==> src/logic/arag_pkg.sv <==
// shared constants and types for the region access guard
package arag_pkg;
    localparam int NUM_REGIONS = 16;
    localparam int NUM_MASTERS = 4;
    localparam int ID_W        = 10;
    localparam int ADDR_W      = 40;
    localparam int PAGE_LSB    = 8;

    // register byte offsets on the apb port
    localparam logic [11:0] OFS_CTRL    = 12'h000;
    localparam logic [11:0] OFS_ERRS1   = 12'h004;
    localparam logic [11:0] OFS_ERRS2   = 12'h008;
    localparam logic [11:0] OFS_POISON  = 12'h00C;
    localparam logic [11:0] OFS_ISR     = 12'h010;
    localparam logic [11:0] OFS_IMR     = 12'h014;
    localparam logic [11:0] OFS_IER     = 12'h018;
    localparam logic [11:0] OFS_IDS     = 12'h01C;
    localparam logic [11:0] OFS_LOCK    = 12'h020;
    localparam logic [11:0] OFS_BYPASS  = 12'h024;
    localparam logic [11:0] OFS_REGIONS = 12'h028;
    localparam logic [3:0]  REGION_PAGE = 4'h1;
    localparam logic [1:0]  RSEL_START   = 2'h0;
    localparam logic [1:0]  RSEL_END     = 2'h1;
    localparam logic [1:0]  RSEL_MASTERS = 2'h2;
    localparam logic [1:0]  RSEL_CONFIG  = 2'h3;

    // control fields
    localparam int CTRL_DEFRD     = 0;
    localparam int CTRL_DEFWR     = 1;
    localparam int CTRL_PSNADDREN = 2;
    localparam int CTRL_PSNATTREN = 3;
    localparam int CTRL_ARSP_LSB  = 5;
    localparam logic [31:0] CTRL_WMASK = 32'h0000006F;
    localparam logic [31:0] CTRL_RESET = 32'h00000000;

    // region config fields
    localparam int RCFG_ENABLE = 0;
    localparam int RCFG_RD     = 1;
    localparam int RCFG_WR     = 2;
    localparam logic [31:0] RCFG_WMASK = 32'h00000007;

    // interrupt status / enable bits
    localparam int IRQ_READ_VIOLATION_FLAG = 0;
    localparam int IRQ_WRITE_VIOLATION_FLAG = 1;

    localparam logic [31:0] REG_RESET = 32'h00000000;

    // axi response codes
    localparam logic [1:0] RESP_OKAY   = 2'h0;
    localparam logic [1:0] RESP_EXOKAY = 2'h1;
    localparam logic [1:0] RESP_SLVERR = 2'h2;
    localparam logic [1:0] RESP_DECERR = 2'h3;

    // master identification: bit order of every master mask
    localparam int M_RT0  = 0;
    localparam int M_RT1  = 1;
    localparam int M_PMU  = 2;
    localparam int M_APP  = 3;
    localparam logic [9:0] realtime_core0_master_id      = 10'h000;
    localparam logic [9:0] realtime_core0_master_mask    = 10'h3F0;
    localparam logic [9:0] realtime_core1_master_id      = 10'h010;
    localparam logic [9:0] realtime_core1_master_mask    = 10'h3F0;
    localparam logic [9:0] platform_management_master_id   = 10'h040;
    localparam logic [9:0] platform_management_master_mask = 10'h3FF;
    localparam logic [9:0] application_cores_master_id   = 10'h080;
    localparam logic [9:0] application_cores_master_mask = 10'h3FF;

    typedef enum logic [2:0] {
        G_IDLE = 3'b001,
        G_TGT  = 3'b010,
        G_RSP  = 3'b100
    } arag_gstate_t;

    typedef enum logic [2:0] {
        M_IDLE = 3'b001,
        M_REQ  = 3'b010,
        M_WAIT = 3'b100
    } arag_mstate_t;

    function automatic logic [NUM_MASTERS-1:0] arag_master_bits(input logic [9:0] id);
        logic [NUM_MASTERS-1:0] b;
        b        = '0;
        b[M_RT0] = (id & realtime_core0_master_mask) == realtime_core0_master_id;
        b[M_RT1] = (id & realtime_core1_master_mask) == realtime_core1_master_id;
        b[M_PMU] = (id & platform_management_master_mask) == platform_management_master_id;
        b[M_APP] = (id & application_cores_master_mask) == application_cores_master_id;
        return b;
    endfunction
endpackage

==> src/logic/arag_link_if.sv <==
// request and response link between the bus masters and the guard
`timescale 1ns/1ns
interface arag_link_if;
    logic        req_valid;
    logic        req_ready;
    logic [9:0]  req_id;
    logic [39:0] req_addr;
    logic        req_write;
    logic [31:0] req_wdata;
    logic        rsp_valid;
    logic [1:0]  rsp_code;
    logic [31:0] rsp_rdata;

    modport device (
        input  req_valid, req_id, req_addr, req_write, req_wdata,
        output req_ready, rsp_valid, rsp_code, rsp_rdata
    );
    modport master (
        output req_valid, req_id, req_addr, req_write, req_wdata,
        input  req_ready, rsp_valid, rsp_code, rsp_rdata
    );
endinterface

==> src/logic/arag_region_match.sv <==
// one protected region: range compare and permission check
`timescale 1ns/1ns
module arag_region_match (
    input  wire logic [31:0] start_page,  // start, upper bits of byte address
    input  wire logic [31:0] end_page,    // inclusive end, same format
    input  wire logic [31:0] masters,     // one bit per master
    input  wire logic [31:0] config_word, // enable, read, write
    input  wire logic [39:0] addr,        // transaction byte address
    input  wire logic [3:0]  mbits,       // decoded master of transaction
    output logic             hit,         // address inside enabled region
    output logic             rd_ok,       // read allowed here
    output logic             wr_ok        // write allowed here
);
    logic [31:0] page;
    logic        who_ok;

    assign page   = addr[39:arag_pkg::PAGE_LSB];
    assign hit    = config_word[arag_pkg::RCFG_ENABLE] && page >= start_page && page <= end_page;
    assign who_ok = |(masters[arag_pkg::NUM_MASTERS-1:0] & mbits);
    assign rd_ok  = who_ok && config_word[arag_pkg::RCFG_RD];
    assign wr_ok  = who_ok && config_word[arag_pkg::RCFG_WR];
endmodule

==> src/logic/arag_guard_unit.sv <==
// protection unit: apb registers, region checks, target forwarding
`timescale 1ns/1ns
// What this block does
// - region miss uses default read/write permissions
// - control holds defaults, poison enables, response
// - lock refuses config writes except bypass masters
// - separate read/write violations, each enable
// - status sticky until cleared by software
// - start is upper bits of address
// - region covers start through programmed end
// - mask bit per master grants region access
// - sixteen readable region register sets
// - masters identified by masked id compare
// - application and realtime1 ids recognised too
// - software configures control before lock, regions
// - enable/disable writes touch only masked bits
// - status read has no side effect
module arag_guard_unit (
    input  wire logic        pclk,          // clock
    input  wire logic        presetn,       // async reset, active low
    input  wire logic        psel,          // apb select
    input  wire logic        penable,       // apb enable
    input  wire logic        pwrite,        // apb direction
    input  wire logic [11:0] paddr,         // apb byte address
    input  wire logic [31:0] pwdata,        // apb write data
    input  wire logic [9:0]  cfg_master_id, // id of the master doing the apb transfer
    output logic      [31:0] prdata,        // apb read data
    output logic             pready,        // apb ready
    output logic             pslverr,       // apb error
    output logic             irq,           // level interrupt
    arag_link_if.device      link,          // masters side
    output logic             tgt_valid,     // request to protected target
    input  wire logic        tgt_ready,     // target done
    output logic             tgt_write,     // target direction
    output logic      [39:0] tgt_addr,      // target address
    output logic      [31:0] tgt_wdata,     // target write data
    input  wire logic [31:0] tgt_rdata      // target read data
);
    localparam int NR = arag_pkg::NUM_REGIONS;

    logic [31:0] ctrl_reg, errs1_reg, errs2_reg, poison_reg;
    logic [31:0] isr_reg, imr_reg, lock_reg, bypass_reg;
    logic [31:0] start_reg [NR];
    logic [31:0] end_reg   [NR];
    logic [31:0] mast_reg  [NR];
    logic [31:0] cfg_reg   [NR];
    logic        ack_reg;
    logic [31:0] prdata_reg;
    logic        pslverr_reg;
    arag_pkg::arag_gstate_t state_reg;
    logic        tgt_valid_reg, tgt_write_reg;
    logic [39:0] tgt_addr_reg;
    logic [31:0] tgt_wdata_reg;
    logic        rsp_valid_reg;
    logic [1:0]  rsp_code_reg;
    logic [31:0] rsp_rdata_reg;

    logic [NR-1:0] hit, rd_ok, wr_ok;
    logic [3:0]    req_mbits;
    logic          sel_rd, sel_wr, allowed, take;
    logic          rd_vio, wr_vio;
    logic          access, wr_en, cfg_ok, in_region, mapped, locked_ofs;
    logic [3:0]    ridx;
    logic [1:0]    rsel;
    logic [31:0]   rd_data_next;
    logic          err_next;

    // ---------------- transaction check ----------------
    assign req_mbits = arag_pkg::arag_master_bits(link.req_id);

    for (genvar g = 0; g < NR; g++) begin : g_region
        arag_region_match u_match (
            .start_page  (start_reg[g]),
            .end_page    (end_reg[g]),
            .masters     (mast_reg[g]),
            .config_word (cfg_reg[g]),
            .addr        (link.req_addr),
            .mbits       (req_mbits),
            .hit         (hit[g]),
            .rd_ok       (rd_ok[g]),
            .wr_ok       (wr_ok[g])
        );
    end

    // lowest-numbered matching region wins; overlaps resolve predictably
    always_comb begin
        sel_rd = ctrl_reg[arag_pkg::CTRL_DEFRD];
        sel_wr = ctrl_reg[arag_pkg::CTRL_DEFWR];
        for (int i = NR - 1; i >= 0; i--) begin
            if (hit[i]) begin
                sel_rd = rd_ok[i];
                sel_wr = wr_ok[i];
            end
        end
        allowed = link.req_write ? sel_wr : sel_rd;
    end

    assign link.req_ready = (state_reg == arag_pkg::G_IDLE);
    assign take           = link.req_valid && link.req_ready;
    assign rd_vio         = take && !allowed && !link.req_write;
    assign wr_vio         = take && !allowed && link.req_write;

    always_ff @(posedge pclk or negedge presetn) begin
        if (!presetn) begin
            state_reg <= arag_pkg::G_IDLE;
        end else begin
            case (state_reg)
                arag_pkg::G_IDLE: begin
                    if (take) begin
                        state_reg <= allowed ? arag_pkg::G_TGT : arag_pkg::G_RSP;
                    end
                end
                arag_pkg::G_TGT: begin
                    if (tgt_ready) begin
                        state_reg <= arag_pkg::G_RSP;
                    end
                end
                arag_pkg::G_RSP: state_reg <= arag_pkg::G_IDLE;
                default:         state_reg <= arag_pkg::G_IDLE;
            endcase
        end
    end

    // target side: a denied request never raises tgt_valid
    always_ff @(posedge pclk or negedge presetn) begin
        if (!presetn) begin
            tgt_valid_reg <= 1'b0;
            tgt_write_reg <= 1'b0;
            tgt_addr_reg  <= '0;
            tgt_wdata_reg <= '0;
        end else if (take) begin
            tgt_valid_reg <= allowed;
            tgt_write_reg <= link.req_write;
            tgt_addr_reg  <= link.req_addr;
            tgt_wdata_reg <= link.req_wdata;
        end else if (state_reg == arag_pkg::G_TGT && tgt_ready) begin
            tgt_valid_reg <= 1'b0;
        end
    end

    always_ff @(posedge pclk or negedge presetn) begin
        if (!presetn) begin
            rsp_valid_reg <= 1'b0;
            rsp_code_reg  <= arag_pkg::RESP_OKAY;
            rsp_rdata_reg <= '0;
        end else if (take && !allowed) begin
            rsp_valid_reg <= 1'b1;
            rsp_code_reg  <= ctrl_reg[arag_pkg::CTRL_ARSP_LSB +: 2];
            rsp_rdata_reg <= '0;
        end else if (state_reg == arag_pkg::G_TGT && tgt_ready) begin
            rsp_valid_reg <= 1'b1;
            rsp_code_reg  <= arag_pkg::RESP_OKAY;
            rsp_rdata_reg <= tgt_write_reg ? 32'h00000000 : tgt_rdata;
        end else begin
            rsp_valid_reg <= 1'b0;
        end
    end

    assign link.rsp_valid = rsp_valid_reg;
    assign link.rsp_code  = rsp_code_reg;
    assign link.rsp_rdata = rsp_rdata_reg;
    assign tgt_valid      = tgt_valid_reg;
    assign tgt_write      = tgt_write_reg;
    assign tgt_addr       = tgt_addr_reg;
    assign tgt_wdata      = tgt_wdata_reg;

    // ---------------- apb slave ----------------
    // one wait state so read data leaves from a flop
    assign access = psel && penable;
    assign wr_en  = access && pwrite && ack_reg;
    assign ridx   = paddr[7:4];
    assign rsel   = paddr[3:2];
    assign in_region = (paddr[11:8] == arag_pkg::REGION_PAGE) && (paddr[1:0] == 2'h0);
    assign cfg_ok = !lock_reg[0] || |(bypass_reg[arag_pkg::NUM_MASTERS-1:0]
                    & arag_pkg::arag_master_bits(cfg_master_id));
    // interrupt registers stay writable under lock so the handler can run
    assign locked_ofs = in_region || paddr == arag_pkg::OFS_CTRL || paddr == arag_pkg::OFS_POISON
                        || paddr == arag_pkg::OFS_LOCK || paddr == arag_pkg::OFS_BYPASS;

    always_comb begin
        rd_data_next = 32'h00000000;
        mapped       = 1'b1;
        if (in_region) begin
            if (rsel == arag_pkg::RSEL_START) begin
                rd_data_next = start_reg[ridx];
            end else if (rsel == arag_pkg::RSEL_END) begin
                rd_data_next = end_reg[ridx];
            end else if (rsel == arag_pkg::RSEL_MASTERS) begin
                rd_data_next = mast_reg[ridx];
            end else begin
                rd_data_next = cfg_reg[ridx];
            end
        end else if (paddr == arag_pkg::OFS_CTRL) begin
            rd_data_next = ctrl_reg;
        end else if (paddr == arag_pkg::OFS_ERRS1) begin
            rd_data_next = errs1_reg;
        end else if (paddr == arag_pkg::OFS_ERRS2) begin
            rd_data_next = errs2_reg;
        end else if (paddr == arag_pkg::OFS_POISON) begin
            rd_data_next = poison_reg;
        end else if (paddr == arag_pkg::OFS_ISR) begin
            rd_data_next = isr_reg;
        end else if (paddr == arag_pkg::OFS_IMR) begin
            rd_data_next = imr_reg;
        end else if (paddr == arag_pkg::OFS_IER || paddr == arag_pkg::OFS_IDS) begin
            rd_data_next = 32'h00000000;
        end else if (paddr == arag_pkg::OFS_LOCK) begin
            rd_data_next = lock_reg;
        end else if (paddr == arag_pkg::OFS_BYPASS) begin
            rd_data_next = bypass_reg;
        end else if (paddr == arag_pkg::OFS_REGIONS) begin
            rd_data_next = 32'(NR);
        end else begin
            mapped = 1'b0;
        end
        err_next = !mapped || (pwrite && locked_ofs && !cfg_ok);
    end

    always_ff @(posedge pclk or negedge presetn) begin
        if (!presetn) begin
            ack_reg     <= 1'b0;
            prdata_reg  <= arag_pkg::REG_RESET;
            pslverr_reg <= 1'b0;
        end else begin
            ack_reg <= access && !ack_reg;
            if (access && !ack_reg) begin
                prdata_reg  <= pwrite ? 32'h00000000 : rd_data_next;
                pslverr_reg <= err_next;
            end
        end
    end

    assign pready  = ack_reg;
    assign prdata  = prdata_reg;
    assign pslverr = pslverr_reg;

    // configuration registers, all behind the lock
    always_ff @(posedge pclk or negedge presetn) begin
        if (!presetn) begin
            ctrl_reg   <= arag_pkg::CTRL_RESET;
            poison_reg <= arag_pkg::REG_RESET;
            lock_reg   <= arag_pkg::REG_RESET;
            bypass_reg <= arag_pkg::REG_RESET;
        end else if (wr_en && cfg_ok) begin
            if (paddr == arag_pkg::OFS_CTRL) begin
                ctrl_reg <= pwdata & arag_pkg::CTRL_WMASK;
            end else if (paddr == arag_pkg::OFS_POISON) begin
                poison_reg <= pwdata;
            end else if (paddr == arag_pkg::OFS_LOCK) begin
                lock_reg <= {31'h00000000, pwdata[0]};
            end else if (paddr == arag_pkg::OFS_BYPASS) begin
                bypass_reg <= {28'h0000000, pwdata[arag_pkg::NUM_MASTERS-1:0]};
            end
        end
    end

    always_ff @(posedge pclk or negedge presetn) begin
        if (!presetn) begin
            for (int i = 0; i < NR; i++) begin
                start_reg[i] <= arag_pkg::REG_RESET;
                end_reg[i]   <= arag_pkg::REG_RESET;
                mast_reg[i]  <= arag_pkg::REG_RESET;
                cfg_reg[i]   <= arag_pkg::REG_RESET;
            end
        end else if (wr_en && cfg_ok && in_region) begin
            case (rsel)
                arag_pkg::RSEL_START:   start_reg[ridx] <= pwdata;
                arag_pkg::RSEL_END:     end_reg[ridx]   <= pwdata;
                arag_pkg::RSEL_MASTERS: mast_reg[ridx]  <= {28'h0000000, pwdata[arag_pkg::NUM_MASTERS-1:0]};
                default:                cfg_reg[ridx]   <= pwdata & arag_pkg::RCFG_WMASK;
            endcase
        end
    end

    // ---------------- violations and interrupt ----------------
    always_ff @(posedge pclk or negedge presetn) begin
        if (!presetn) begin
            imr_reg <= arag_pkg::REG_RESET;
        end else if (wr_en && paddr == arag_pkg::OFS_IER) begin
            imr_reg <= imr_reg | (pwdata & 32'h00000003);
        end else if (wr_en && paddr == arag_pkg::OFS_IDS) begin
            imr_reg <= imr_reg & ~pwdata;
        end
    end

    // a violation in the clearing cycle survives the clear
    always_ff @(posedge pclk or negedge presetn) begin
        if (!presetn) begin
            isr_reg <= arag_pkg::REG_RESET;
        end else begin
            isr_reg <= (isr_reg & ~((wr_en && paddr == arag_pkg::OFS_ISR) ? pwdata : 32'h00000000))
                       | {30'h00000000, wr_vio, rd_vio};
        end
    end

    // last violation: page address, then direction and id
    always_ff @(posedge pclk or negedge presetn) begin
        if (!presetn) begin
            errs1_reg <= arag_pkg::REG_RESET;
            errs2_reg <= arag_pkg::REG_RESET;
        end else if (rd_vio || wr_vio) begin
            errs1_reg <= link.req_addr[39:arag_pkg::PAGE_LSB];
            errs2_reg <= {link.req_write, 21'h000000, link.req_id};
        end
    end

    assign irq = |(isr_reg & imr_reg);
endmodule

==> src/flat_wrapper.sv <==
// flat-port wrapper written by rule: the top's interface ports become plain ports
module arag_guard_unit_flat 
  (pclk, presetn, psel, penable, pwrite, paddr, pwdata, cfg_master_id, prdata, pready, pslverr, irq, tgt_valid, tgt_ready, tgt_write, tgt_addr, tgt_wdata, tgt_rdata, link_req_valid, link_req_id, link_req_addr, link_req_write, link_req_wdata, link_req_ready, link_rsp_valid, link_rsp_code, link_rsp_rdata);
  arag_link_if link_i ();
  input  wire logic pclk;
  input  wire logic presetn;
  input  wire logic psel;
  input  wire logic penable;
  input  wire logic pwrite;
  input  wire logic [11:0] paddr;
  input  wire logic [31:0] pwdata;
  input  wire logic [9:0] cfg_master_id;
  output logic      [31:0] prdata;
  output logic pready;
  output logic pslverr;
  output logic irq;
  output logic tgt_valid;
  input  wire logic tgt_ready;
  output logic tgt_write;
  output logic      [39:0] tgt_addr;
  output logic      [31:0] tgt_wdata;
  input  wire logic [31:0] tgt_rdata;
  input wire logic [$bits(link_i.req_valid)-1:0] link_req_valid;
  input wire logic [$bits(link_i.req_id)-1:0] link_req_id;
  input wire logic [$bits(link_i.req_addr)-1:0] link_req_addr;
  input wire logic [$bits(link_i.req_write)-1:0] link_req_write;
  input wire logic [$bits(link_i.req_wdata)-1:0] link_req_wdata;
  output wire logic [$bits(link_i.req_ready)-1:0] link_req_ready;
  output wire logic [$bits(link_i.rsp_valid)-1:0] link_rsp_valid;
  output wire logic [$bits(link_i.rsp_code)-1:0] link_rsp_code;
  output wire logic [$bits(link_i.rsp_rdata)-1:0] link_rsp_rdata;
  assign link_i.req_valid = link_req_valid;
  assign link_i.req_id = link_req_id;
  assign link_i.req_addr = link_req_addr;
  assign link_i.req_write = link_req_write;
  assign link_i.req_wdata = link_req_wdata;
  assign link_req_ready = link_i.req_ready;
  assign link_rsp_valid = link_i.rsp_valid;
  assign link_rsp_code = link_i.rsp_code;
  assign link_rsp_rdata = link_i.rsp_rdata;
  arag_guard_unit u_core (.pclk(pclk), .presetn(presetn), .psel(psel), .penable(penable), .pwrite(pwrite), .paddr(paddr), .pwdata(pwdata), .cfg_master_id(cfg_master_id), .prdata(prdata), .pready(pready), .pslverr(pslverr), .irq(irq), .link(link_i), .tgt_valid(tgt_valid), .tgt_ready(tgt_ready), .tgt_write(tgt_write), .tgt_addr(tgt_addr), .tgt_wdata(tgt_wdata), .tgt_rdata(tgt_rdata));
endmodule
==> config.mk <==
export PLATFORM = sky130hd
export DESIGN_NAME = arag_guard_unit_flat
export DESIGN_NICKNAME = d
export VERILOG_FILES = /design/src/logic/arag_pkg.sv /design/src/logic/arag_link_if.sv /design/src/logic/arag_region_match.sv /design/src/logic/arag_guard_unit.sv /design/src/flat_wrapper.sv
export SDC_FILE = /design/constraint.sdc
export NUM_CORES = 2
export LEC_CHECK = 0
export BUFFER_PORTS_ARGS = -buffer_cell sky130_fd_sc_hd__buf_2
export CAP_MARGIN = 20
export CORE_ASPECT_RATIO = 0.7
export CORE_MARGIN = 1.5
export CORE_UTILIZATION = 30
export DETAILED_ROUTE_END_ITERATION = 16
export PLACE_DENSITY_LB_ADDON = 0.2
export SLEW_MARGIN = 20
export SYNTH_ARGS = -nofsm -noshare
export SYNTH_HDL_FRONTEND = slang
export SYNTH_SLANG_ARGS = --single-unit
==> constraint.sdc <==
create_clock -name pclk -period 4.6 [get_ports pclk]
set_input_delay 0.23 -clock pclk [delete_from_list [all_inputs] [get_ports pclk]]
set_output_delay 0.23 -clock pclk [all_outputs]
set_load 0.05 [all_outputs]
==> After elaboration in Yosys (flattened, before gate mapping) <==
Index checks and enable logic that the tools add are counted.
{ "op_classes": {"order_cmp": 34, "eq_ne": 23, "muxes": 93, "n_bitwise": 29, "reduce_logical": 132} }
{ "ops": {"columns": ["cell", "n"], "rows": [
  ["$bwmux W512", 4],
  ["$mux W32", 29],
  ["$bmux W32 S4", 4],
  ["$ge A32 B32 Y1", 16],
  ["$le A32 B32 Y1", 16],
  ["$demux W32 S4", 1],
  ["$and A32 B32 Y32", 3],
  ["$logic_and A1 B1 Y1", 82],
  ["$and A4 B4 Y4", 17],
  ["$reduce_or A4 Y1", 17],
  ["$not A32 Y32", 2],
  ["$or A32 B2 Y32", 2],
  ["$eq A12 B5 Y1 const B", 4],
  ["$mux W1", 48],
  ["$eq A12 B6 Y1 const B", 3],
  ["$reduce_or A32 Y1", 1],
  ["$eq A12 B4 Y1 const B", 2],
  ["$eq A10 B7 Y1 const B", 2],
  ["$eq A10 B8 Y1 const B", 2],
  ["$logic_not A10 Y1", 2],
  ["$eq A12 B3 Y1 const B", 1],
  ["$eq A6 B1 Y1 const B", 2],
  ["$logic_not A12 Y1", 1],
  ["$reduce_and A2 Y1", 6],
  ["22 further kinds", 44]
]} }
{ "totals": {"regBits": 2344, "inputBits": 176, "word_cells": 394} }

==> Depth between registers and ports, before layout <==
{ "depth": {"depth_word": 25, "depth_mapped": 16, "depth_no_buf": 14} }

==> Hierarchy <==
From an unflattened synthesis, not the netlist that was laid out.
{ "unflattened": {"cells_unflattened": 8041, "hier_area_um2": 91387.6} }
{ "modules_own_cells": {"columns": ["mod", "instances", "cells_per_inst", "area_each_um2"], "rows": [
  ["arag_guard_unit", 1, 4393, 65222.6],
  ["arag_region_match", 16, 228, 1635.3]
]} }

==> Worst setup path after synthesis <==
No wires, ideal clock.
{ "synth_timing": {"path_kind": "input port to flip-flop", "from": "input link_req_addr[8]", "to": "register u_core.errs1_reg[4]", "setup_ns": 0.125, "t_arrival_ns": 3.773, "t_required_ns": 4.475, "setup_slack_ns": 0.703, "path_stages": 15, "path_buffers": 1, "cell_sequence": "inv_1 > ha_1 > nand2b_1 > a2111oi_0 > o31ai_1 > a211oi_1 > o211ai_1 > nand3b_1 > mux2_2 > a211oi_1 > o22ai_1 > o2bb2ai_2 > a21oi_4 > buf_4 > mux2_2"} }
{ "synth_via": {"elab_chain_cells": 24, "elab_cells_between_ends": 102, "classes_between": "order compare: 32; mux: 33; reduce/logical: 37"} }
{ "synth_lines": {"columns": ["item", "line", "source"], "rows": [
  ["from (decl)", "flat_wrapper.sv:25", "input wire logic [$bits(link_i.req_addr)-1:0] link_req_addr;"],
  ["$ge A32 B32 Y1", "arag_region_match.sv:18", "assign hit = config_word[arag_pkg::RCFG_ENABLE] && page >= start_page && page <= end_page;"],
  ["$logic_and A1 B1 Y1 (2 in series)", "arag_region_match.sv:18", null],
  ["$mux W1 (16 in series)", "arag_guard_unit.sv:90", "if (hit[i]) begin"],
  ["$mux W1 (*)", "arag_guard_unit.sv:95", "allowed = link.req_write ? sel_wr : sel_rd;"],
  ["$logic_not A1 Y1 (*)", "arag_guard_unit.sv:100, arag_guard_unit.sv:101", null],
  ["$logic_and A1 B1 Y1 (*)", "arag_guard_unit.sv:100, arag_guard_unit.sv:101", null],
  ["$logic_and A1 B1 Y1, on equally long branches", "arag_guard_unit.sv:100, arag_guard_unit.sv:101", null],
  ["$logic_or A1 B1 Y1 (*)", "arag_guard_unit.sv:301", "end else if (rd_vio || wr_vio) begin"],
  ["to (signal assigned)", "arag_guard_unit.sv:299", "errs1_reg <= arag_pkg::REG_RESET;"],
  ["to (signal assigned)", "arag_guard_unit.sv:302", "errs1_reg <= link.req_addr[39:arag_pkg::PAGE_LSB];"],
  ["to (decl)", "arag_guard_unit.sv:41", "logic [31:0] ctrl_reg, errs1_reg, errs2_reg, poison_reg;"]
]} }
Every way passes the cells marked *; elsewhere a longest branch is shown, timed or not.
A chain may end at the register's enable or synchronous reset.

==> Final worst setup path <==
{ "layout_timing": {"from": "register u_core.end_reg[1] (netlist name)", "to": "register u_core.errs1_reg[24]"} }
{ "layout_via": {"elab_chain_cells": 23, "elab_cells_between_ends": 40, "classes_between": "order compare: 1; mux: 33; reduce/logical: 6"} }
{ "layout_lines": {"columns": ["item", "line", "source"], "rows": [
  ["from (decl)", "arag_guard_unit.sv:44", "logic [31:0] end_reg [NR];"],
  ["from (signal, indexed assignment)", "arag_guard_unit.sv:261", "end_reg[i] <= arag_pkg::REG_RESET;"],
  ["from (signal, indexed assignment)", "arag_guard_unit.sv:268", "arag_pkg::RSEL_END: end_reg[ridx] <= pwdata;"],
  ["$le A32 B32 Y1 (*)", "arag_region_match.sv:18", null],
  ["$logic_and A1 B1 Y1 (*)", "arag_region_match.sv:18", null],
  ["$mux W1 (16 in series)", "arag_guard_unit.sv:90", null],
  ["$mux W1 (*)", "arag_guard_unit.sv:95", null],
  ["$logic_not A1 Y1 (*)", "arag_guard_unit.sv:100, arag_guard_unit.sv:101", null],
  ["$logic_and A1 B1 Y1 (*)", "arag_guard_unit.sv:100, arag_guard_unit.sv:101", null],
  ["$logic_and A1 B1 Y1, on equally long branches", "arag_guard_unit.sv:100, arag_guard_unit.sv:101", null],
  ["$logic_or A1 B1 Y1 (*)", "arag_guard_unit.sv:301", null]
]} }
Marked as above.

==> reports/qor.csv <==
stage,metric,value,unit
run_status,status,"finished, final reports clean",
logic_synthesis,Yosys top cell area share,40.8,%
sta,crit path time final,4.47,ns
logic_synthesis,average instance area after synthesis,9.97,um^2
global_routing,largest net degree at the start of global routing,162,
place,Final Wtd Congestion,0.937,
cts,H-tree Lvls,4,
routing,highest routed layer,met5,
floorplanning,# rows,165,
worst_setup_path,Register-to-Register Setup Slack,0.13,ns
final_layout,multi-input logic area,46700,um^2
worst_setup_path,R2R Path End,u_core.errs1_reg[24],
logic_synthesis,synthesized area,87800,um^2
worst_setup_path,critical-path maximum fanout,5,
power,PnR Total Power,33.3,mW
sta,Slew Limit Fails,0,
routing,routed length on met2,138000,um
floorplanning,Die Y,456,um
routing,DR vias/cell,5.39,
sta,Fmax,224,MHz
routing,drt wl/cell,25.9,um
final_layout,Area Growth Syn to Fin,19.7,%
worst_setup_path,Critical Path Sink Type,register,
global_routing,total grt overflow,0,
global_routing,GRT Total Usage,22.9,%
logic_synthesis,Cells after Synth,8812,
final_layout,Filler cells,28700,
sta,"Hold Vio Cnt, Final",0,
power,peak supply drop,0.319,mV
worst_setup_path,worst reg2reg path depth,19,
run,maxcap violations,0,
routing,M1 WL,173000,um
power,leakage power,50.4,nW
cts,"CTS clk-pin slew, worst paths",0.06,ns
routing,DRC,0,
logic_synthesis,Synth Register Bits,1432,
global_routing,initial antenna violation count,29,
sta,setup TNS,0,ns
final_layout,Non-Filler Instances,13500,
worst_setup_path,crit path kind,register to register,
cts,Longest Clk Path Bufs,4,
place,dpl hpwl,271000,um
worst_setup_path,WP data required,5.33,ns
worst_setup_path,crit path from,u_core.end_reg[1],
logic_synthesis,Unique masters post-synth,90,
power,Pwr Density,317,nW/um^2
floorplanning,die width,650,um
cts,clock buffers created by TritonCTS,165,
final_layout,Sequential Area,35800,um^2
floorplanning,IO Count,321,
cts,CTS sink cnt,1432,
global_routing,first-pass GRT wire length,503000,um
final_layout,layout cells sized above 1,19.7,%
routing,WL final,348000,um
floorplanning,die area,296000,um^2
cts,clk_lat worst skew,0.85,ns
place,Cells after DPL,13000,
routing,initial DRC count,7462,
logic_synthesis,syn_nets,10000,
worst_setup_path,crit path to,u_core.errs1_reg[24],
routing,routed via count,72600,
logic_synthesis,top post-synthesis cells by area,"dfrtp_1 (41%), ha_1 (15%), mux4_2 (9.2%), o21ai_0 (6.7%), nand2_1 (5.5%)",
floorplanning,Initial Utilization,30.3,%
logic_synthesis,Syn. warnings,0,
place,Port-buffer cells,320,
logic_synthesis,post-synth top area cell,dfrtp_1,
sta,Slew headroom,18.8,%
routing,Post-DRT Antenna Nets,0,
routing,drt first pass iters,8,
worst_setup_path,crit path launch type,register,
final_layout,NumNets Final,10700,
logic_synthesis,dominant synthesized flop cell,dfrtp_1,
logic_synthesis,ys async rst share,100,%
global_routing,vias in the first global route,71400,
sta,worst hold slack,0.0432,ns
routing,Met3 Routed Length,29200,um
worst_setup_path,Critical Path AT,5.20,ns
floorplanning,CORE AREA,290000,um^2
hold_path,path type of the worst min-delay path,primary input to register,
cts,CTS tree,done,
sta,Clock Skews,0.0406,ns
logic_synthesis,"EDFF count, synth",0,
final_layout,Final Util,36.2,%
worst_setup_path,r2r startpoint,u_core.end_reg[1],
cts,Clk Tree Root Cell,clkbuf_16,
sta,Slew @ Worst Pin,1.22,ns
sta,crit share post-route,97.2,%
logic_synthesis,most numerous cell in the Yosys netlist,dfrtp_1,
logic_synthesis,commonest cells in the netlist,"dfrtp_1 (1431), nand2_1 (1286), o21ai_0 (1174)",
logic_synthesis,sequential area share after synthesis,40.8,%
sta,"Setup violations, final",0,
-- where the power goes --
part,internal [mW],switching [mW]
combinational,1.77,3.66
sequential,13.2,0.384
clock,8.41,5.89
-- kinds of logic after synthesis --
| group | share of synthesized area (%) |
|---|---|
| buffers and inverters | 6.58 |
| multiplexers | 13.4 |
| flip-flops | 40.8 |
| XOR/XNOR | 0.00997 |
| AO/OA/AOI/OAI | 14.5 |
| AND/OR/NAND/NOR | 10.0 |
| adder cells (fa/ha/maj) | 14.6 |
-- area by class of cell --
type	count	share of cell area (%)
multi-input combinational	5855	44.4
sequential	1432	34.1
timing repair buffer	993	7.80
tap	3841	4.57
clock buffer	222	4.45
inverter	1042	3.72
clock inverter	66	0.902
antenna	8	0.0190
-- through the flow --
step / setup slack (ns) / instance area, um^2
3_5_place_dp: -0.729 / 98000
4_1_cts: 0.0247 / 105000
3_3_place_gp: -1.00 / 97900
2_1_floorplan: 0.703 / 87800
5_1_grt: -0.00769 / 105000
6_report: 0.130 / 105000
-- layer usage --
metal | GRT usage (%) | vias to the layer above
met5 | 0 | -
met4 | 4.58 | 2
met3 | 4.75 | 354
met2 | 31.6 | 2769
met1 | 36.2 | 36800
li1 | - | 32700
-- worst max-delay path, stage by stage (launching register included) --
cell and delay [ns]:
dfrtp_1 0.41, inv_2 0.08, ha_4 0.19, nor2b_1 0.12
o211ai_1 0.34, a2111oi_2 0.13, buf_4 0.15, or3b_4 0.44
a221o_1 0.37, a21oi_4 0.17, mux2_4 0.31, o211ai_1 0.21
and4b_1 0.28, o31ai_4 0.08, buf_12 0.14, buf_4 0.14
a21oi_4 0.14, buf_12 0.15, clkbuf_16 0.16, mux2_2 0.32
-- cell usage in the layout, fill, tap and decap left out, types with 25 or more instances in the layout --
cell type	n
nand2b_1	30
nor2_4	35
o21ai_0	1169
ha_1	1023
o211ai_1	57
dlygate4sd3_1	116
a21o_1	89
clkbuf_8	29
nand3_1	122
nor2_1	164
buf_4	459
clkbuf_16	169
buf_2	316
buf_12	95
nor3_1	57
o21a_1	33
mux4_2	358
a211oi_1	75
a222oi_1	50
nand4_1	157
a21boi_0	66
mux2_2	296
a32o_1	32
a22o_1	33
and4_1	26
clkbuf_1	26
mux2i_1	25
inv_1	1039
dfrtp_1	1430
nor2b_1	29
nand2_1	1286
clkinv_2	30
a21oi_1	289
-- what timing repair did --
item / CTS / global route
setup buffers: 0 / 7
pin swaps: 3 / 14
endpoints found under the setup margin: 82 / 77
endpoints found under the hold margin: 543 / 0
cloned: 0 / 3
hold buffers: 117 / 0
resized for setup: 17 / 34
-- worst min-delay path by stage --
stage                                 to              start  slack, ns  cells past startpoint
floorplan                      async pin            presetn      -0.07                      0
global placement       u_core.prdata[27]            presetn       0.21                      1
detailed placement   u_core.tgt_addr[37]            presetn       0.20                      1
CTS                 u_core.errs1_reg[30]  link_req_addr[38]      0.002                      4
global route        u_core.errs1_reg[30]  link_req_addr[38]       0.05                      4
finish              u_core.errs1_reg[30]  link_req_addr[38]       0.04                      4
Note: power is estimated with default switching activity, not from simulation.
